**src/rtl/pmw_pkg.sv**
```systemverilog
// package: constants and types for the motion wake-up alert block
package pmw_pkg;
  // ------------------------------------------------------------------
  // timing
  // ------------------------------------------------------------------
  localparam int unsigned CLK_HZ          = 10_000_000;
  localparam int unsigned CLK_PERIOD_NS   = 100;
  localparam int unsigned OSC_HZ          = 32_000;
  localparam int unsigned OSC_DIV         = CLK_HZ / OSC_HZ;
  localparam int unsigned CLEAR_LOW_US    = 160;
  localparam int unsigned CLEAR_LOW_CYC   = (CLEAR_LOW_US * 1000 + CLK_PERIOD_NS - 1) / CLK_PERIOD_NS;
  localparam int unsigned HALF_SEC_MS     = 500;
  localparam int unsigned HALF_SEC_TICKS  = OSC_HZ * HALF_SEC_MS / 1000;
  localparam int unsigned SMPL_MIN_US     = 2000;
  localparam int unsigned SMPL_MAX_US     = 12500;
  localparam int unsigned SMPL_MIN_TICKS  = (SMPL_MIN_US * (OSC_HZ / 1000) + 999) / 1000;
  localparam int unsigned SMPL_MAX_TICKS  = SMPL_MAX_US * (OSC_HZ / 1000) / 1000;

  // ------------------------------------------------------------------
  // samples
  // ------------------------------------------------------------------
  localparam int unsigned SAMPLE_W        = 14;
  localparam logic [13:0] RANGE_LO        = 14'h01ff;
  localparam logic [13:0] RANGE_HI        = 14'h3e01;

  // ------------------------------------------------------------------
  // configuration register
  // ------------------------------------------------------------------
  localparam int unsigned CFG_W        = 25;
  localparam int unsigned CFG_THR_LSB  = 17;
  localparam int unsigned CFG_BLD_LSB  = 13;
  localparam int unsigned CFG_PLS_LSB  = 11;
  localparam int unsigned CFG_WIN_LSB  = 9;
  localparam int unsigned CFG_MODE_LSB = 7;
  localparam int unsigned CFG_SRC_LSB  = 5;
  localparam int unsigned CFG_CNT_BIT  = 0;
  localparam logic [24:0] CFG_RESET    = 25'h0000000;

  // ------------------------------------------------------------------
  // apb registers
  // ------------------------------------------------------------------
  localparam logic [7:0] REG_CFG     = 8'h00;
  localparam logic [7:0] REG_SAMPLE  = 8'h04;
  localparam logic [7:0] REG_IRQ_ST  = 8'h08;
  localparam logic [7:0] REG_IRQ_MSK = 8'h0c;
  localparam logic [7:0] REG_STATUS  = 8'h10;
  localparam int unsigned IRQ_ALERT  = 0;
  localparam int unsigned IRQ_CLEAR  = 1;
  localparam int unsigned IRQ_RANGE  = 2;
  localparam int unsigned IRQ_W      = 3;

  typedef enum logic [1:0] {
    PMW_FORCED, PMW_INTR, PMW_WAKE, PMW_RSVD
  } pmw_mode_t;

  typedef enum logic [1:0] {
    PMW_SRC_BPF, PMW_SRC_LPF, PMW_SRC_RSV, PMW_SRC_TEMP
  } pmw_src_t;

  typedef struct packed {
    logic [7:0] threshold;
    logic [3:0] blind;
    logic [1:0] pulses;
    logic [1:0] window;
    pmw_mode_t  mode;
    pmw_src_t   source;
    logic       no_sign_change;
  } pmw_cfg_t;

  typedef struct packed {
    logic        valid;
    logic [13:0] band_pass_output;
    logic [13:0] low_pass_output;
    logic [13:0] temp;
  } pmw_samples_t;
endpackage : pmw_pkg

```
**src/rtl/pmw_alert.sv**
```systemverilog
// module: motion detection, wake-up alert and apb register file
//
// Implementation choices: the APB interface to the registers and the address map.
`timescale 1ns/100ps
module pmw_alert (
  // clock and reset
  input  wire logic                pclk,
  input  wire logic                presetn,
  // apb slave
  input  wire logic                psel,
  input  wire logic                penable,
  input  wire logic                pwrite,
  input  wire logic [7:0]          paddr,
  input  wire logic [31:0]         pwdata,
  output logic                     pready,
  output logic                     pslverr,
  output logic [31:0]              prdata,
  // configuration loader
  input  wire logic                config_serial_input_valid,
  input  wire logic [24:0]         config_serial_input_word,
  // converter, one 14-bit result per strobe, channel in adc_chan
  input  wire logic                adc_valid,
  input  wire logic [1:0]          adc_chan,
  input  wire logic [13:0]         adc_data,
  output logic [1:0]               adc_mux_sel,
  // alert and data line
  input  wire logic                alert_data_line_in,
  output logic                     alert_data_line_out,
  output logic                     alert_data_line_oe,
  output logic                     stream_mode,
  output logic                     sample_slow,
  output logic                     irq
);
  // ----------------------------------------------------------------
  // synchroniser and oscillator tick
  // ----------------------------------------------------------------
  logic        line_meta_reg;
  logic        line_sync_reg;
  logic [8:0]  div_reg;
  logic        tick_reg;

  always_ff @(posedge pclk or negedge presetn) begin
    if (!presetn) begin
      line_meta_reg <= 1'b0;
      line_sync_reg <= 1'b0;
    end else begin
      line_meta_reg <= alert_data_line_in;
      line_sync_reg <= line_meta_reg;
    end
  end

  always_ff @(posedge pclk or negedge presetn) begin
    if (!presetn) begin
      div_reg  <= 9'h000;
      tick_reg <= 1'b0;
    end else if (div_reg == 9'(pmw_pkg::OSC_DIV - 1)) begin
      div_reg  <= 9'h000;
      tick_reg <= 1'b1;
    end else begin
      div_reg  <= div_reg + 9'h001;
      tick_reg <= 1'b0;
    end
  end

  // ----------------------------------------------------------------
  // configuration
  // ----------------------------------------------------------------
  logic [24:0]       cfg_reg;
  pmw_pkg::pmw_cfg_t cfg;

  // volatile, only the serial loader writes it
  always_ff @(posedge pclk or negedge presetn) begin
    if (!presetn)
      cfg_reg <= pmw_pkg::CFG_RESET;
    else if (config_serial_input_valid)
      cfg_reg <= config_serial_input_word;
  end

  always_comb begin
    cfg.threshold      = cfg_reg[pmw_pkg::CFG_THR_LSB +: 8];
    cfg.blind          = cfg_reg[pmw_pkg::CFG_BLD_LSB +: 4];
    cfg.pulses         = cfg_reg[pmw_pkg::CFG_PLS_LSB +: 2];
    cfg.window         = cfg_reg[pmw_pkg::CFG_WIN_LSB +: 2];
    cfg.mode           = pmw_pkg::pmw_mode_t'(cfg_reg[pmw_pkg::CFG_MODE_LSB +: 2]);
    cfg.source         = pmw_pkg::pmw_src_t'(cfg_reg[pmw_pkg::CFG_SRC_LSB +: 2]);
    cfg.no_sign_change = cfg_reg[pmw_pkg::CFG_CNT_BIT];
  end

  logic wake;
  assign wake = (cfg.mode == pmw_pkg::PMW_WAKE);

  // ----------------------------------------------------------------
  // converter multiplexing and samples
  // ----------------------------------------------------------------
  pmw_pkg::pmw_samples_t smp_reg;
  logic                  out_range_reg;
  logic                  bpf_new_reg;
  logic [15:0]           gap_reg;

  always_ff @(posedge pclk or negedge presetn) begin
    if (!presetn)
      adc_mux_sel <= 2'h0;
    else if (adc_valid)
      adc_mux_sel <= (adc_mux_sel == 2'h2) ? 2'h0 : adc_mux_sel + 2'h1;
  end

  always_ff @(posedge pclk or negedge presetn) begin
    if (!presetn) begin
      smp_reg       <= '0;
      out_range_reg <= 1'b0;
      bpf_new_reg   <= 1'b0;
    end else begin
      bpf_new_reg <= adc_valid && (adc_chan == 2'h0);
      if (adc_valid) begin
        smp_reg.valid <= 1'b1;
        case (adc_chan)
          2'h0: smp_reg.band_pass_output  <= adc_data;
          2'h1: begin
            smp_reg.low_pass_output   <= adc_data;
            out_range_reg <= (adc_data < pmw_pkg::RANGE_LO) || (adc_data > pmw_pkg::RANGE_HI);
          end
          2'h2: smp_reg.temp <= adc_data;
          default: smp_reg.valid <= smp_reg.valid;
        endcase
      end
    end
  end

  // interval since last band-pass sample, in oscillator ticks
  always_ff @(posedge pclk or negedge presetn) begin
    if (!presetn) begin
      gap_reg     <= 16'h0000;
      sample_slow <= 1'b0;
    end else begin
      if (bpf_new_reg)
        gap_reg <= 16'h0000;
      else if (tick_reg && gap_reg != 16'hffff)
        gap_reg <= gap_reg + 16'h0001;
      sample_slow <= (cfg.mode == pmw_pkg::PMW_INTR) &&
                     (gap_reg > 16'(pmw_pkg::SMPL_MAX_TICKS));
    end
  end

  // ----------------------------------------------------------------
  // pulse detection
  // ----------------------------------------------------------------
  function automatic logic [13:0] mag14(input logic [13:0] v);
    return v[13] ? 14'(~v + 14'h0001) : v;
  endfunction

  logic [13:0] bpf_mag;
  logic        over;
  logic        last_sign_reg;
  logic        sign_ok;
  assign bpf_mag = mag14(smp_reg.band_pass_output);
  assign over    = bpf_mag > {6'h00, cfg.threshold};
  assign sign_ok = cfg.no_sign_change || (smp_reg.band_pass_output[13] != last_sign_reg);

  // ----------------------------------------------------------------
  // moving window, alert latch, clear and blind time
  // ----------------------------------------------------------------
  typedef enum logic [1:0] { PMW_IDLE, PMW_ARMED, PMW_ALERT, PMW_BLIND } pmw_state_t;
  pmw_state_t  state_reg;
  logic [2:0]  pcount_reg;
  logic [17:0] wticks_reg;
  logic [18:0] bticks_reg;
  logic [11:0] low_cnt_reg;
  logic        cleared;
  logic        pulse;
  logic [17:0] win_len;
  logic [18:0] blind_len;

  assign pulse     = bpf_new_reg && over && sign_ok;
  assign cleared   = (low_cnt_reg == 12'(pmw_pkg::CLEAR_LOW_CYC));
  assign win_len   = 18'(({16'h0000, cfg.window} + 18'h1) * 18'(4 * pmw_pkg::HALF_SEC_TICKS));
  assign blind_len = 19'(({15'h0000, cfg.blind} + 19'h1) * 19'(pmw_pkg::HALF_SEC_TICKS));

  always_ff @(posedge pclk or negedge presetn) begin
    if (!presetn)
      low_cnt_reg <= 12'h000;
    else if (line_sync_reg || state_reg != PMW_ALERT)
      low_cnt_reg <= 12'h000;
    else if (!cleared)
      low_cnt_reg <= low_cnt_reg + 12'h001;
  end

  always_ff @(posedge pclk or negedge presetn) begin
    if (!presetn)
      last_sign_reg <= 1'b0;
    else if (pulse && wake && state_reg == PMW_ARMED)
      last_sign_reg <= smp_reg.band_pass_output[13];
  end

  always_ff @(posedge pclk or negedge presetn) begin
    if (!presetn) begin
      state_reg  <= PMW_IDLE;
      pcount_reg <= 3'h0;
      wticks_reg <= 18'h00000;
      bticks_reg <= 19'h00000;
    end else if (!wake) begin
      state_reg  <= PMW_IDLE;
      pcount_reg <= 3'h0;
    end else begin
      case (state_reg)
        PMW_IDLE: state_reg <= PMW_ARMED;
        PMW_ARMED: begin
          if (tick_reg && pcount_reg != 3'h0) begin
            if (wticks_reg >= win_len) begin
              pcount_reg <= 3'h0;
              wticks_reg <= 18'h00000;
            end else begin
              wticks_reg <= wticks_reg + 18'h00001;
            end
          end
          if (pulse) begin
            if (pcount_reg == 3'h0)
              wticks_reg <= 18'h00000;
            pcount_reg <= pcount_reg + 3'h1;
            if (pcount_reg >= {1'b0, cfg.pulses})
              state_reg <= PMW_ALERT;
          end
        end
        PMW_ALERT: begin
          if (cleared) begin
            state_reg  <= PMW_BLIND;
            bticks_reg <= 19'h00000;
            pcount_reg <= 3'h0;
          end
        end
        PMW_BLIND: begin
          if (tick_reg) begin
            if (bticks_reg >= blind_len)
              state_reg <= PMW_ARMED;
            else
              bticks_reg <= bticks_reg + 19'h00001;
          end
        end
        default: state_reg <= PMW_IDLE;
      endcase
    end
  end

  // line driver: high when alerting, released otherwise
  always_ff @(posedge pclk or negedge presetn) begin
    if (!presetn) begin
      alert_data_line_out <= 1'b0;
      alert_data_line_oe  <= 1'b0;
      stream_mode         <= 1'b0;
    end else begin
      stream_mode         <= !wake && cfg.mode != pmw_pkg::PMW_RSVD;
      alert_data_line_out <= (state_reg == PMW_ALERT) && wake;
      alert_data_line_oe  <= (state_reg == PMW_ALERT) && wake;
    end
  end

  // ----------------------------------------------------------------
  // interrupts and apb
  // ----------------------------------------------------------------
  logic [2:0]  irq_st_reg;
  logic [2:0]  irq_msk_reg;
  logic [2:0]  ev;
  logic        wr;
  logic        rd;
  logic        prev_alert_reg;
  logic        prev_range_reg;

  assign wr = psel && penable && pwrite;
  assign rd = psel && !penable && !pwrite;
  assign ev = {out_range_reg && !prev_range_reg,
               (state_reg == PMW_BLIND) && prev_alert_reg,
               (state_reg == PMW_ALERT) && !prev_alert_reg};

  always_ff @(posedge pclk or negedge presetn) begin
    if (!presetn) begin
      irq_st_reg     <= 3'h0;
      irq_msk_reg    <= 3'h0;
      prev_alert_reg <= 1'b0;
      prev_range_reg <= 1'b0;
      irq            <= 1'b0;
    end else begin
      prev_alert_reg <= (state_reg == PMW_ALERT);
      prev_range_reg <= out_range_reg;
      if (wr && paddr == pmw_pkg::REG_IRQ_ST)
        irq_st_reg <= (irq_st_reg & ~pwdata[2:0]) | ev;
      else
        irq_st_reg <= irq_st_reg | ev;
      if (wr && paddr == pmw_pkg::REG_IRQ_MSK)
        irq_msk_reg <= pwdata[2:0];
      irq <= |(irq_st_reg & irq_msk_reg);
    end
  end

  always_ff @(posedge pclk or negedge presetn) begin
    if (!presetn) begin
      prdata  <= 32'h00000000;
      pready  <= 1'b0;
      pslverr <= 1'b0;
    end else begin
      pready  <= psel && !penable;
      pslverr <= 1'b0;
      if (psel && !penable) begin
        pslverr <= !(paddr inside {pmw_pkg::REG_CFG, pmw_pkg::REG_SAMPLE, pmw_pkg::REG_IRQ_ST,
                                   pmw_pkg::REG_IRQ_MSK, pmw_pkg::REG_STATUS}) ||
                   (pwrite && (paddr == pmw_pkg::REG_CFG || paddr == pmw_pkg::REG_SAMPLE ||
                               paddr == pmw_pkg::REG_STATUS));
      end
      if (rd) begin
        case (paddr)
          pmw_pkg::REG_CFG:     prdata <= {7'h00, cfg_reg};
          pmw_pkg::REG_SAMPLE:  prdata <= {2'h0, (cfg.source == pmw_pkg::PMW_SRC_LPF) ?
                                           smp_reg.low_pass_output : (cfg.source == pmw_pkg::PMW_SRC_TEMP) ?
                                           smp_reg.temp : smp_reg.band_pass_output, !out_range_reg, 15'h0000};
          pmw_pkg::REG_IRQ_ST:  prdata <= {29'h0, irq_st_reg};
          pmw_pkg::REG_IRQ_MSK: prdata <= {29'h0, irq_msk_reg};
          pmw_pkg::REG_STATUS:  prdata <= {25'h0, pcount_reg, sample_slow, wake, state_reg};
          default:              prdata <= 32'h00000000;
        endcase
      end
    end
  end
endmodule // pmw_alert

```
**config.mk**
```make
export PLATFORM = sky130hd
export DESIGN_NAME = pmw_alert
export DESIGN_NICKNAME = d
export VERILOG_FILES = /design/src/rtl/pmw_pkg.sv /design/src/rtl/pmw_alert.sv
export SDC_FILE = /design/constraint.sdc
export NUM_CORES = 1
export LEC_CHECK = 0
export BUFFER_PORTS_ARGS = -buffer_cell sky130_fd_sc_hd__buf_2
export CORE_MARGIN = 2
export CORE_UTILIZATION = 50
export CTS_BUF_LIST = sky130_fd_sc_hd__clkbuf_2 sky130_fd_sc_hd__clkbuf_4 sky130_fd_sc_hd__clkbuf_8
export DETAILED_ROUTE_END_ITERATION = 8
export PLACE_DENSITY = 0.7
export SLEW_MARGIN = 20
export SYNTH_ARGS = -nofsm -noshare
export SYNTH_HDL_FRONTEND = slang
export SYNTH_SLANG_ARGS = --single-unit
export TNS_END_PERCENT = 20
```
**constraint.sdc**
```tcl
create_clock -name pclk -period 8.38 [get_ports pclk]
set_input_delay 0.419 -clock pclk [delete_from_list [all_inputs] [get_ports pclk]]
set_output_delay 0.419 -clock pclk [all_outputs]
set_load 0.02 [all_outputs]
```
==> impl_results.md <==
- Via density: 5.671
- FF+latch count, synth: 198
- Hold Fails Final Rpt: 0
- Flip-flop and latch area: 4955 sq um
- Setup violations, final: 0
- WP data required: 8.78 ns
- Skew-Pair Late Insertion Delay: 0.48 ns
- Crit path max fanout: 15
- Grt total ovfl: 0
- Worst R2R Path Depth: 23
- Min-delay worst type: in -> reg
- Final core occ: 56.38%
- Worst r2r dst: bticks_reg[15]$_DFFE_PN0P_
- Mapped Avg Cell Area: 10.07 sq um
- Die area: 23450 sq um
- FP Rows: 54
- Floorplan core area: 21820 sq um
- CP Capture Type: flip-flop
- Largest net degree at the start of global routing: 77
- Antenna viol nets, final: 0
- Top-area cell type share of the netlist area: 44.55%
- Fin Setup TNS: 0 ns
- Initial DRC count: 509
- P_leak: 5.720 nW
- Dpl cells: 1450
- Share of cells above drive strength 1: 17.24%
- Post-CTS setup buffer count: 0
- Hold Buf Count CTS: 1
- Ys flop type: dfrtp_1
- Post-route minimum period: 6.732 ns
- Slew headroom: 31.81%
- Synth warnings: 0
- Cell count after synthesis: 1104
- Final worst-path cycle share: 80.34%
- Avg WL per Cell: 16.61 um
- Port buffer count: 98
- Post-synth EDFFs: 0
- Via Count: 8405
- Setup CP Type: reg -> reg
- Vias in the first global route: 8219
- Overall Power: 2.406 mW
- 1st-pass router iterations: 5
- Async SR Flop Fraction: 100.0%
- IO Pins: 130
- Global-route wire length before repair: 41230 um
- GRT Util Overall: 21.53%
- Sequential fraction of the synthesis area: 44.55%
- Footprint of the multi-input gates: 5723 sq um
- Fmax: 148.5 MHz
- Setup Skew: 0.01128 ns
- Post-synthesis cell type count: 70
- Crit Reg-Reg Startpoint: cfg_reg[13]$_DFFE_PN0P_
- CTS max path bufs: 2
- Number of CTS-inserted buffers: 17
- Reg clk slew, reported paths: 0.10 ns
- H-tree depth: 4
- Clock sink count: 198
- Leading area contributor after synthesis: dfrtp_1
- Worst Tran Pin Value: 1.023 ns
- Max-slew violations: 0
- HPWL Detailed: 17780 um
- Unrepaired setup endpoints after global routing: no
- Die Height: 153.1 um
- Hold path depth: 1
- Maximum VDD drop: 0.1163 mV
- FF-to-FF setup slack: 1.65 ns
- Placer Congestion: 0.8016
- Worst path arrival time: 7.14 ns
- Setup crit start kind: flip-flop
- Initial antenna violation count: 1
- CTS tree: done
- Root buf cell: clkbuf_8
- Starting Density: 50.96%
- Post-CTS sizing: 0
- Max-Cap Viols: 0
- Status: complete, no violations
- Crit path capture: bticks_reg[15]$_DFFE_PN0P_
- Power per cell area: 195.6 nW/um^2
- Die width: 153.1 um
- Fin Hold WS: 0.04256 ns
- Fillers: 1916
- Nets: 1363
- Post-route insts no fill: 1482
- Worst Setup SP: cfg_reg[13]$_DFFE_PN0P_
- Dominant cells by area after synthesis: dfrtp_1 45%, ha_1 8.1%, mux2_2 5.8%
- Max reg flops: 42
- Synthesis-to-finish area growth: 10.62%
- Post-route DRC: 0
- Final WL: 24610 um
- Synth Cell Area: 11120 sq um
## where the power goes
part | internal [mW] | switching (mW)
registers | 1.01 | 0.0672
logic | 0.283 | 0.360
clock network | 0.336 | 0.346
total | 1.63 | 0.773
## worst max-delay path, cell delays in order, from the launching register on
cell and delay (ns):
dfrtp_1 0.60, ha_1 0.27, and3_1 0.23, inv_1 0.12, fa_1 0.58, inv_1 0.12
fa_1 0.52, fa_1 0.54, inv_1 0.04, ha_1 0.32, o21ai_0 0.13, a21oi_1 0.13
o21a_1 0.18, nor2_1 0.14, o21ai_0 0.13, xnor2_1 0.14, ha_1 0.31, a21oi_1 0.15
o21ai_0 0.08, o21bai_1 0.20, o21ai_0 0.35, nand4_1 0.57, or4_1 0.68, a21oi_1 0.14
## metrics by stage
step                setup WS, ns  cell area, sq um
global route               1.081             12300
CTS                        1.651             12300
finish                     1.648             12300
global placement           1.798             11860
floorplan                  2.615             11130
detailed placement         1.685             11860
## placed cells by master (no fill, tap or decap), types with 10 or more instances in the layout
| master | count |
|---|---|
| nand4_1 | 19 |
| xor2_1 | 30 |
| o31ai_1 | 14 |
| o21ai_0 | 85 |
| dfrtp_1 | 198 |
| and3_1 | 19 |
| ha_1 | 72 |
| mux2_2 | 57 |
| mux2i_1 | 30 |
| buf_2 | 97 |
| a211oi_1 | 10 |
| nor3_1 | 14 |
| nand2_1 | 103 |
| nand3_1 | 38 |
| fa_1 | 12 |
| a21oi_1 | 44 |
| a22o_1 | 17 |
| inv_1 | 77 |
| nor2_1 | 66 |
| or3_1 | 15 |
| xnor2_1 | 21 |
| clkbuf_8 | 19 |
## worst min-delay path by stage
stage                            startpoint                         end  slack [ns]
floorplan                           presetn  adc_mux_sel[0]$_DFFE_PN0P_        0.12
global placement    line_meta_reg$_DFF_PN0_     line_sync_reg$_DFF_PN0_        0.34
detailed placement  line_meta_reg$_DFF_PN0_     line_sync_reg$_DFF_PN0_        0.34
CTS                      alert_data_line_in     line_meta_reg$_DFF_PN0_        0.02
global route             alert_data_line_in     line_meta_reg$_DFF_PN0_        0.02
finish                   alert_data_line_in     line_meta_reg$_DFF_PN0_        0.04
## cells by family after synthesis
kind of cell / after synthesis / share of synthesized area [%]
and+or+nand+nor: 334 / 14.91
AOI/OAI and AO/OA: 232 / 13.46
DFF: 198 / 44.55
buffers and inverters: 116 / 4.174
muxes: 88 / 8.606
adders and majority gates: 84 / 10.26
xor gates and xnor gates: 51 / 4.016
other: 1 / 0.03372
## routing by layer
metal	wire [um]	up-vias	GRT usage [%]
li1	-	4082	-
met1	11400	4110	29.78
met2	11770	181	35.29
met3	1065	32	3.884
met4	375	0	5.467
met5	0	-	0
## cell type report
type	count	share of cell area (%)
Timing Repair Buffer	105	4.505
Inverter	77	2.349
Antenna cell	1	0.02034
Clock inverter	11	1.414
Sequential cell	198	40.27
Clock buffer	19	2.075
Multi-Input combinational cell	791	46.52
Tap cell	280	2.848
## synthesized netlist by cell type (all sizes together), types with 3 or more instances
| cell | n |
|---|---|
| mux2i | 30 |
| nor3 | 15 |
| dfrtp | 198 |
| o31ai | 14 |
| and2 | 4 |
| buf | 8 |
| and4 | 4 |
| o311ai | 3 |
| nand4 | 19 |
| nand2 | 103 |
| nand3b | 6 |
| o22ai | 3 |
| nor4 | 7 |
| a311oi | 3 |
| and3 | 19 |
| a21o | 4 |
| o21a | 8 |
| xor2 | 30 |
| or2 | 3 |
| a21oi | 46 |
| ha | 72 |
| o21ai | 92 |
| nand2b | 9 |
| or4 | 6 |
| clkbuf | 31 |
| nand3 | 39 |
| nor2b | 9 |
| xnor2 | 21 |
| a22oi | 9 |
| nor2 | 66 |
| mux2 | 58 |
| or3 | 15 |
| inv | 77 |
| fa | 12 |
| a211oi | 12 |
| a22o | 17 |
| nor4b | 3 |
No activity file was read; power rests on OpenSTA's default activity.
